===== src/inc/srcap_pkg.sv =====
// shared constants and types for the timing-reference capture control block
package srcap_pkg;
    localparam int          ADDR_W        = 12;
    localparam int          DATA_W        = 8;
    // register offsets
    localparam logic [11:0] ADDR_CAPTURE  = 12'h120;
    localparam logic [11:0] ADDR_IGNORE   = 12'h121;
    localparam logic [11:0] ADDR_SKEW     = 12'h122;
    localparam logic [11:0] ADDR_TSDELAY  = 12'h123;
    localparam logic [11:0] ADDR_FLAGS    = 12'h124;
    localparam logic [11:0] ADDR_IRQ_STAT = 12'h125;
    localparam logic [11:0] ADDR_IRQ_MASK = 12'h126;
    localparam logic [11:0] ADDR_CAP_CNT  = 12'h127;
    // capture_control fields
    localparam int          FLAG_RST_BIT  = 6;
    localparam int          POL_BIT       = 4;
    localparam int          EDGE_BIT      = 3;
    localparam int          MODE_LSB      = 1;
    localparam int          MODE_W        = 2;
    // writable masks, reserved bits read zero
    localparam logic [7:0]  CAPTURE_MASK  = 8'h5e;
    localparam logic [7:0]  IGNORE_MASK   = 8'h0f;
    localparam logic [7:0]  SKEW_MASK     = 8'h0f;
    localparam logic [7:0]  TSDELAY_MASK  = 8'h7f;
    localparam logic [7:0]  IRQ_MASK_MASK = 8'h07;
    localparam logic [7:0]  CTRL_RESET    = 8'h00;
    // skew window fields
    localparam int          NEG_LSB       = 2;
    localparam int          POS_LSB       = 0;
    localparam int          WIN_W         = 2;
    localparam int          WIN_MAX       = 3;
    // event lag so that reference ticks after the event are already known
    localparam int          EV_LAG        = WIN_MAX + 1;
    localparam int          HIST_W        = 2 * WIN_MAX + 1;
    // status bits: flags register and interrupt status
    localparam int          SETUP_ERR_BIT = 0;
    localparam int          HOLD_ERR_BIT  = 1;
    localparam int          IRQ_CAP_BIT   = 0;
    localparam int          IRQ_IGN_BIT   = 1;
    localparam int          IRQ_ERR_BIT   = 2;
    localparam int          IRQ_W         = 3;

    typedef enum logic [1:0] {MODE_OFF, MODE_CONT, MODE_COUNTED, MODE_RSVD} srcap_mode_t;
    typedef enum logic [1:0] {SHOT_IDLE, SHOT_ARMED, SHOT_DONE} srcap_shot_t;
endpackage


===== src/hw/srcap_ctrl.sv =====
// timing-reference capture control: polarity, edge, modes, skew window, timestamp delay
module srcap_ctrl
    import srcap_pkg::*;
#(
    parameter int DELAY_W = 7
) (
    input  wire logic                     ref_clk,
    input  wire logic                     rstn,
    input  wire logic                     clk_en,
    input  wire logic [srcap_pkg::ADDR_W-1:0] reg_addr,
    input  wire logic [srcap_pkg::DATA_W-1:0] reg_wdata,
    input  wire logic                     reg_wr,
    input  wire logic                     reg_rd,
    output logic      [srcap_pkg::DATA_W-1:0] reg_rdata,
    input  wire logic                     sysref_in,
    input  wire logic                     ref_tick,
    output logic                          sysref_captured,
    output logic                          sysref_stamp,
    output logic                          irq
);
    import srcap_pkg::*;

    // refuse delay widths that the timestamp field cannot hold
    if (DELAY_W < 1 || DELAY_W > DATA_W - 1) begin : g_bad_delay_w
        $error("DELAY_W must lie between 1 and 7");
    end

    logic [7:0]          capture_reg;
    logic [7:0]          ignore_reg;
    logic [7:0]          skew_reg;
    logic [7:0]          tsdelay_reg;
    logic [7:0]          irq_mask_reg;
    logic [IRQ_W-1:0]    irq_stat_reg;
    logic [1:0]          flags_reg;
    logic [7:0]          cap_cnt_reg;
    logic                sysref_neg_reg;
    logic                samp_prev_reg;
    logic [EV_LAG-1:0]   ev_reg;
    logic [HIST_W-1:0]   ref_hist_reg;
    srcap_shot_t         shot_reg;
    srcap_mode_t         mode_prev_reg;
    logic [3:0]          skip_reg;
    logic [DELAY_W-1:0]  delay_cnt_reg;
    logic                delay_busy_reg;

    srcap_mode_t         mode;
    logic                samp;
    logic                valid_now;
    logic                ev_at;
    logic                on_edge;
    logic                in_win;
    logic                early_out;
    logic                late_out;
    logic                qual;
    logic                capture;
    logic                rd_stat;
    logic [IRQ_W-1:0]    irq_set;

    // true when a reference tick lies k = 1..w cycles away from the event slot
    function automatic logic win_hit(input logic [HIST_W-1:0] hist,
                                     input logic [WIN_W-1:0]  w,
                                     input logic              late);
        logic hit;
        hit = 1'b0;
        for (int k = 1; k <= WIN_MAX; k++) begin
            if (k <= int'(w))
                hit = hit | (late ? hist[WIN_MAX + k] : hist[WIN_MAX - k]);
        end
        return hit;
    endfunction

    assign mode           = srcap_mode_t'(capture_reg[MODE_LSB +: MODE_W]);
    assign rd_stat        = reg_rd && reg_addr == ADDR_IRQ_STAT;

    // ---- register writes
    always_ff @(posedge ref_clk or negedge rstn) begin
        if (!rstn) begin
            capture_reg  <= CTRL_RESET;
            ignore_reg   <= CTRL_RESET;
            skew_reg     <= CTRL_RESET;
            tsdelay_reg  <= CTRL_RESET;
            irq_mask_reg <= CTRL_RESET;
        end else if (clk_en && reg_wr) begin
            unique case (reg_addr)
                ADDR_CAPTURE:  capture_reg  <= reg_wdata & CAPTURE_MASK;
                ADDR_IGNORE:   ignore_reg   <= reg_wdata & IGNORE_MASK;
                ADDR_SKEW:     skew_reg     <= reg_wdata & SKEW_MASK;
                ADDR_TSDELAY:  tsdelay_reg  <= reg_wdata & TSDELAY_MASK;
                ADDR_IRQ_MASK: irq_mask_reg <= reg_wdata & IRQ_MASK_MASK;
                default: ;
            endcase
        end
    end

    // ---- read port, data one cycle after the strobe
    always_ff @(posedge ref_clk or negedge rstn) begin
        if (!rstn) begin
            reg_rdata <= '0;
        end else if (clk_en) begin
            reg_rdata <= '0;
            if (reg_rd) begin
                unique case (reg_addr)
                    ADDR_CAPTURE:  reg_rdata <= capture_reg;
                    ADDR_IGNORE:   reg_rdata <= ignore_reg;
                    ADDR_SKEW:     reg_rdata <= skew_reg;
                    ADDR_TSDELAY:  reg_rdata <= tsdelay_reg;
                    ADDR_FLAGS:    reg_rdata <= {6'h00, flags_reg};
                    ADDR_IRQ_STAT: reg_rdata <= {5'h00, irq_stat_reg};
                    ADDR_IRQ_MASK: reg_rdata <= irq_mask_reg;
                    ADDR_CAP_CNT:  reg_rdata <= cap_cnt_reg;
                    default:       reg_rdata <= '0;
                endcase
            end
        end
    end

    // ---- sampling on the selected clock edge
    always_ff @(negedge ref_clk or negedge rstn) begin
        if (!rstn)
            sysref_neg_reg <= 1'b0;
        else if (clk_en)
            sysref_neg_reg <= sysref_in;
    end

    assign samp = capture_reg[EDGE_BIT] ? sysref_neg_reg : sysref_in;
    // software keeps the mode off while it changes polarity
    assign valid_now = capture_reg[POL_BIT] ? (samp_prev_reg && !samp)
                                            : (!samp_prev_reg && samp);

    always_ff @(posedge ref_clk or negedge rstn) begin
        if (!rstn) begin
            samp_prev_reg <= 1'b0;
            ev_reg        <= '0;
            ref_hist_reg  <= '0;
        end else if (clk_en) begin
            samp_prev_reg <= samp;
            ev_reg        <= {ev_reg[EV_LAG-2:0], valid_now};
            ref_hist_reg  <= {ref_hist_reg[HIST_W-2:0], ref_tick};
        end
    end

    // ---- skew window classification at the lagged event slot
    assign ev_at     = ev_reg[EV_LAG-1];
    assign on_edge   = ref_hist_reg[WIN_MAX];
    assign in_win    = win_hit(ref_hist_reg, skew_reg[NEG_LSB +: WIN_W], 1'b0)
                     | win_hit(ref_hist_reg, skew_reg[POS_LSB +: WIN_W], 1'b1);
    assign early_out = |ref_hist_reg[WIN_MAX-1:0];
    assign late_out  = |ref_hist_reg[HIST_W-1:WIN_MAX+1];
    // window 00 gives in_win low, so only the exact edge avoids an error
    assign qual      = ev_at && (on_edge || !in_win);

    // ---- capture modes
    always_ff @(posedge ref_clk or negedge rstn) begin
        if (!rstn) begin
            shot_reg      <= SHOT_IDLE;
            mode_prev_reg <= MODE_OFF;
            skip_reg      <= '0;
        end else if (clk_en) begin
            mode_prev_reg <= mode;
            unique case (shot_reg)
                SHOT_IDLE: if (mode == MODE_COUNTED && mode_prev_reg != MODE_COUNTED) begin
                    shot_reg <= SHOT_ARMED;
                    skip_reg <= ignore_reg[3:0];
                end
                SHOT_ARMED: begin
                    if (mode != MODE_COUNTED)
                        shot_reg <= SHOT_IDLE;
                    else if (qual && skip_reg != 4'h0)
                        skip_reg <= skip_reg - 4'h1;
                    else if (qual)
                        shot_reg <= SHOT_DONE;
                end
                SHOT_DONE: if (mode == MODE_OFF)
                    shot_reg <= SHOT_IDLE;
                default: shot_reg <= SHOT_IDLE;
            endcase
        end
    end

    always_comb begin
        unique case (mode)
            MODE_CONT:    capture = qual;
            MODE_COUNTED: capture = qual && shot_reg == SHOT_ARMED && skip_reg == 4'h0;
            default:      capture = 1'b0;
        endcase
    end

    always_ff @(posedge ref_clk or negedge rstn) begin
        if (!rstn)
            sysref_captured <= 1'b0;
        else if (clk_en)
            sysref_captured <= capture;
    end

    // ---- timestamp delay, one pending capture, a new one restarts it
    always_ff @(posedge ref_clk or negedge rstn) begin
        if (!rstn) begin
            delay_cnt_reg  <= '0;
            delay_busy_reg <= 1'b0;
            sysref_stamp   <= 1'b0;
        end else if (clk_en) begin
            sysref_stamp <= 1'b0;
            if (sysref_captured) begin
                delay_cnt_reg  <= tsdelay_reg[DELAY_W-1:0];
                delay_busy_reg <= tsdelay_reg[DELAY_W-1:0] != '0;
                sysref_stamp   <= tsdelay_reg[DELAY_W-1:0] == '0;
            end else if (delay_busy_reg) begin
                delay_cnt_reg <= delay_cnt_reg - DELAY_W'(1);
                if (delay_cnt_reg == DELAY_W'(1)) begin
                    delay_busy_reg <= 1'b0;
                    sysref_stamp   <= 1'b1;
                end
            end
        end
    end

    // ---- setup/hold flags and capture counter
    always_ff @(posedge ref_clk or negedge rstn) begin
        if (!rstn) begin
            flags_reg   <= '0;
            cap_cnt_reg <= '0;
        end else if (clk_en) begin
            if (capture_reg[FLAG_RST_BIT]) begin
                flags_reg   <= '0;
                cap_cnt_reg <= '0;
            end else begin
                if (qual && !on_edge && early_out)
                    flags_reg[SETUP_ERR_BIT] <= 1'b1;
                if (qual && !on_edge && late_out)
                    flags_reg[HOLD_ERR_BIT] <= 1'b1;
                if (capture)
                    cap_cnt_reg <= cap_cnt_reg + 8'h01;
            end
        end
    end

    // ---- interrupts: read clears, a same-cycle set wins
    assign irq_set = {qual && !on_edge && (early_out || late_out),
                      ev_at && !qual,
                      capture};

    always_ff @(posedge ref_clk or negedge rstn) begin
        if (!rstn)
            irq_stat_reg <= '0;
        else if (clk_en)
            irq_stat_reg <= (rd_stat ? '0 : irq_stat_reg) | irq_set;
    end

    assign irq = |(irq_stat_reg & irq_mask_reg[IRQ_W-1:0]);

    // ---- assertions
    property p_polarity_rise;
        @(posedge ref_clk) disable iff (!rstn)
        clk_en && $past(clk_en) && !capture_reg[POL_BIT] && !capture_reg[EDGE_BIT]
            && !$past(sysref_in) && sysref_in |=> ev_reg[0];
    endproperty
    a_polarity_rise: assert property (p_polarity_rise) else $error("rising event misdetected");

    property p_polarity_fall;
        @(posedge ref_clk) disable iff (!rstn)
        clk_en && $past(clk_en) && capture_reg[POL_BIT] && !capture_reg[EDGE_BIT]
            && $past(sysref_in) && !sysref_in |=> ev_reg[0];
    endproperty
    a_polarity_fall: assert property (p_polarity_fall) else $error("falling event misdetected");

    property p_off_no_capture;
        @(posedge ref_clk) disable iff (!rstn)
        clk_en && (mode == MODE_OFF) |=> !sysref_captured;
    endproperty
    a_off_no_capture: assert property (p_off_no_capture) else $error("capture while off");

    property p_cont_capture;
        @(posedge ref_clk) disable iff (!rstn)
        clk_en && mode == MODE_CONT && ev_at && on_edge |=> sysref_captured;
    endproperty
    a_cont_capture: assert property (p_cont_capture) else $error("aligned event lost");

    property p_window_ignore;
        @(posedge ref_clk) disable iff (!rstn)
        clk_en && ev_at && !on_edge && in_win |=> !sysref_captured;
    endproperty
    a_window_ignore: assert property (p_window_ignore) else $error("windowed event captured");

    property p_exact_edge;
        @(posedge ref_clk) disable iff (!rstn)
        skew_reg[3:0] == 4'h0 |-> !in_win;
    endproperty
    a_exact_edge: assert property (p_exact_edge) else $error("zero window tolerated skew");

    property p_flag_reset;
        @(posedge ref_clk) disable iff (!rstn)
        clk_en && capture_reg[FLAG_RST_BIT] |=> flags_reg == 2'b00;
    endproperty
    a_flag_reset: assert property (p_flag_reset) else $error("flags not held clear");

    property p_done_quiet;
        @(posedge ref_clk) disable iff (!rstn)
        shot_reg == SHOT_DONE && mode == MODE_COUNTED |-> !capture;
    endproperty
    a_done_quiet: assert property (p_done_quiet) else $error("second counted capture");

    property p_stamp_zero;
        @(posedge ref_clk) disable iff (!rstn)
        clk_en && sysref_captured && tsdelay_reg[6:0] == 7'h00 |=> sysref_stamp;
    endproperty
    a_stamp_zero: assert property (p_stamp_zero) else $error("undelayed stamp late");

    property p_reserved_zero;
        @(posedge ref_clk) disable iff (!rstn)
        (capture_reg & ~CAPTURE_MASK) == 8'h00 && (tsdelay_reg & ~TSDELAY_MASK) == 8'h00;
    endproperty
    a_reserved_zero: assert property (p_reserved_zero) else $error("reserved bit set");

    c_cont_capture: cover property (@(posedge ref_clk) disable iff (!rstn)
        mode == MODE_CONT && capture);
    c_counted_done: cover property (@(posedge ref_clk) disable iff (!rstn)
        shot_reg == SHOT_ARMED ##1 shot_reg == SHOT_DONE);
    c_window_skip: cover property (@(posedge ref_clk) disable iff (!rstn)
        ev_at && !qual);
    c_delayed_stamp: cover property (@(posedge ref_clk) disable iff (!rstn)
        sysref_stamp && tsdelay_reg[6:0] != 7'h00);
endmodule


===== config.mk =====
export PLATFORM = sky130hd
export DESIGN_NAME = srcap_ctrl
export DESIGN_NICKNAME = d
export VERILOG_FILES = /design/src/inc/srcap_pkg.sv /design/src/hw/srcap_ctrl.sv
export SDC_FILE = /design/constraint.sdc
export NUM_CORES = 1
export LEC_CHECK = 0
export BUFFER_PORTS_ARGS = -buffer_cell sky130_fd_sc_hd__buf_2
export CAP_MARGIN = 5
export CELL_PAD_IN_SITES_DETAIL_PLACEMENT = 0
export CELL_PAD_IN_SITES_GLOBAL_PLACEMENT = 1
export CORE_AREA = 2 2 107 98
export CTS_CLUSTER_DIAMETER = 50
export DETAILED_ROUTE_END_ITERATION = 8
export DIE_AREA = 0 0 109 100
export PLACE_DENSITY_LB_ADDON = 0.1
export SETUP_SLACK_MARGIN = 0.15
export SLEW_MARGIN = 25
export SYNTH_ARGS = -nofsm -noshare
export SYNTH_HDL_FRONTEND = slang
export SYNTH_SLANG_ARGS = --single-unit

===== constraint.sdc =====
create_clock -name ref_clk -period 4.6 [get_ports ref_clk]
set_clock_uncertainty 0.2 [all_clocks]
set_input_delay 0.23 -clock ref_clk [delete_from_list [all_inputs] [get_ports ref_clk]]
set_output_delay 0.23 -clock ref_clk [all_outputs]
set_load 0.01 [all_outputs]

==> metrics.md <==
| Metric | Value |
|---|---|
| Pin count of the biggest net entering global routing | `56` |
| Synth Area per Inst | `roughly 11 sq um` |
| Diode count | `0` |
| Root Buffer | `clkbuf_8` |
| HP Class | `input port to register` |
| Syn Nets | `between 300 and 400` |
| Switching portion of total power | `a little over a quarter` |
| Initial DRC Count | `211` |
| Status | `completed` |
| Synth Cell Area | `around 3800 sq um` |
| GP Congestion | `0.796` |
| Slowest CP cell | `dfrtn_1` |
| Antenna viol nets, final | `0` |
| Num ports | `38` |
| Critical Path RT | `4.66 ns` |
| CTS buffer count | `9` |
| Initial core utilization | `between 30% and 40%` |
| Main synth FF type | `dfrtp_1` |
| Routed WL | `9880 microns` |
| Post-DP Area | `4130 sq um` |
| Net count, final | `438` |
| Psw | `350 uW` |
| Worst path max stage delay | `0.41 ns` |
| Power per cell area | `303 nW/um^2` |
| Drt first pass iters | `4` |
| Die ar. | `10900 sq um` |
| Seq/Total Area, Yosys | `48.8%` |
| Sequential power share | `53.3%` |
| Crit path arrival time | `about 3.6 ns` |
| Total track usage | `approximately a fifth` |
| Tightest Pin Transition | `0.721 ns` |
| Critical path, cell by cell | `mux2i_1 > or3_1 > a31oi_1` |
| Synth top area share | `48.2%` |
| Setup TNS | `0 ns` |
| Remaining DRCs | `0` |
| Leak | `2.06 nW` |
| Die Y | `~100 microns` |
| Register bit total from synthesis | `75` |
| Cell Rows | `35` |
| Worst-path clk slew | `0.08 ns` |
| Final setup violation count | `0` |
| WL/cell | `18.4 microns` |
| Cells after Synth | `362` |
| Initial antenna violation count | `0` |
| Port buffer count | `36` |
| Clk network pwr share | `37.6%` |
| Crit path buf inv count | `0` |
| Grt total ovfl | `0` |
| DR vias | `between 2000 and 3000` |
| Warnings, synthesis | `0` |
| Clock Latency Late Sink | `between 0.3 and 0.4 ns` |
| Final worst setup slack | `~1.1 ns` |
| Pint | `989 uW` |
| Final hold vios | `0` |
| Clk sinks | `75` |
| Largest delay share family, worst path | `flip-flops` |
| Routed vias/inst | `5.49` |
| Count of cell types in the netlist | `55` |
| Area grow syn2layout | `14.9%` |
| Max_slew headroom | `51.9%` |
| CP Capture Type | `register` |
| Comb power frac | `9.1%` |
| Die width | `109 microns` |
| Share of layout cells above drive strength 1 | `26.2%` |
| Fill cell count | `990` |
| RSZ-0062 raised after global routing | `no` |
| Yosys top cell by area | `dfrtp_1` |
| EDFF count, synth | `0` |
| Number of global-route vias before repair | `2824` |
| Synth area leaders | `dfrtp_1 (48%), mux2_2 (11%), a21oi_1 (2.9%), nor2_1 (2.8%), o21ai_0 (2.7%)` |
| Peak VDD IR | `0.148 mV` |
| Crit Path Max Fanout | `3` |
| TritonCTS clock tree | `yes` |
| Clock buffer depth | `2` |
| Final Slew Violations | `0` |
| Place WS | `between 1 and 1.5 ns` |
| H-tree depth | `3` |
| DP HPWL | `7170 microns` |
| Post-route cell area | `4420 sq um` |
| Max Cap Violations | `0` |
| Most frequent cells in the layout | `dfrtp_1 (74), mux2_2 (37), buf_2 (35), nor2_1 (29), nand2_1 (25)` |
| Most common cell after layout, fill and taps aside | `dfrtp_1` |
| Crit Path Category | `register to register` |
| Async SR Flop Fraction | `100%` |
| Total power draw | `around 1.3 mW` |
| Crit path launch type | `register` |
| Core area | `9940 sq um` |
| Global-route wire length before repair | `15800 microns` |
## metal layers
layer	global-route usage (%)	vias up	share of wire, %
li1	-	1421	-
met1	29.8	1452	50
met2	27.9	81	43
met3	4.55	2	6.0
met4	3.45	0	0.26
met5	0	-	0
## kinds of logic after synthesis
kind of cell    count (synthesis)  share of synthesized area [%]
flops                          75                           48.8
buf+inv                        31                           3.35
compound gates                 88                           15.4
fa+ha+maj                       7                           2.28
mux                            50                           15.5
simple gates                  111                           14.6
## stage by stage
| step | util, % | hold WS [ns] | instances |
|---|---|---|---|
| 2_1_floorplan | - | -0.266 | 362 |
| 3_3_place_gp | 41.6 | -0.0623 | 513 |
| 3_5_place_dp | 41.6 | -0.0569 | 513 |
| 4_1_cts | 44.4 | 0.0823 | 538 |
| 5_1_grt | 44.4 | 0.122 | 538 |
| 6_report | 44.4 | 0.0923 | 538 |
## worst paths after layout
path / start / endpoint / slack (ns) / cells after the start
worst min-delay path: sysref_in / samp_prev_reg$_DFFE_PN0P_ / 0.09 / 3
worst max register to register: sysref_neg_reg$_DFFE_NN0P_ / ev_reg[0]$_DFFE_PN0P_ / 1.06 / 3
min in group asynchronous: rstn / cap_cnt_reg[6]$_DFFE_PN0P_ / 0.11 / 2
worst min register to register: sysref_neg_reg$_DFFE_NN0P_ / sysref_neg_reg$_DFFE_NN0P_ / 0.26 / 1
max in group asynchronous: rstn / sysref_neg_reg$_DFFE_NN0P_ / 1.62 / 2
worst max-delay path: sysref_neg_reg$_DFFE_NN0P_ / ev_reg[0]$_DFFE_PN0P_ / 1.06 / 3
## synth_stat cells, types with 4 or more instances
master / n
mux2_2: 37
mux4_2: 4
nand3_1: 9
a31oi_1: 7
nand2_1: 25
a21oi_1: 22
and2_1: 6
ha_1: 7
nor2_1: 29
a22o_1: 5
mux2i_1: 9
inv_1: 14
o2bb2ai_1: 6
clkbuf_1: 11
o21ai_0: 21
nor3_1: 11
dfrtp_1: 74
## what timing repair did
action,CTS,global route
hold endpoints to repair,40,0
gates resized for setup,0,0
hold buffers,9,0
setup buffers,0,0
## area by class of cell
type / count / area [sq um] / area share [%]
well taps: 129 / 161 / 3.66
multi-input cells: 256 / 1840 / 41.6
repair buffers: 48 / 295 / 6.69
clock buffers: 9 / 124 / 2.81
inverters: 14 / 52.6 / 1.19
flip-flops and latches: 75 / 1880 / 42.5
clock inverters: 7 / 68.8 / 1.56
## power by group through the flow
stage / Combinational (mW) / Clock, mW / Sequential (mW)
final: 0.122 / 0.503 / 0.714
after detailed placement: 0.117 / 0 / 0.727
after floorplan: 0.0796 / 0 / 0.716
after global placement: 0.117 / 0 / 0.727
after CTS: 0.124 / 0.519 / 0.713
after global routing: 0.139 / 0.549 / 0.718
## worst min-delay path, cell delays in order
cell     delay [ns]
buf_2          0.12
mux2i_1        0.10
a21oi_1        0.14
(Power assumes the default switching activity.)
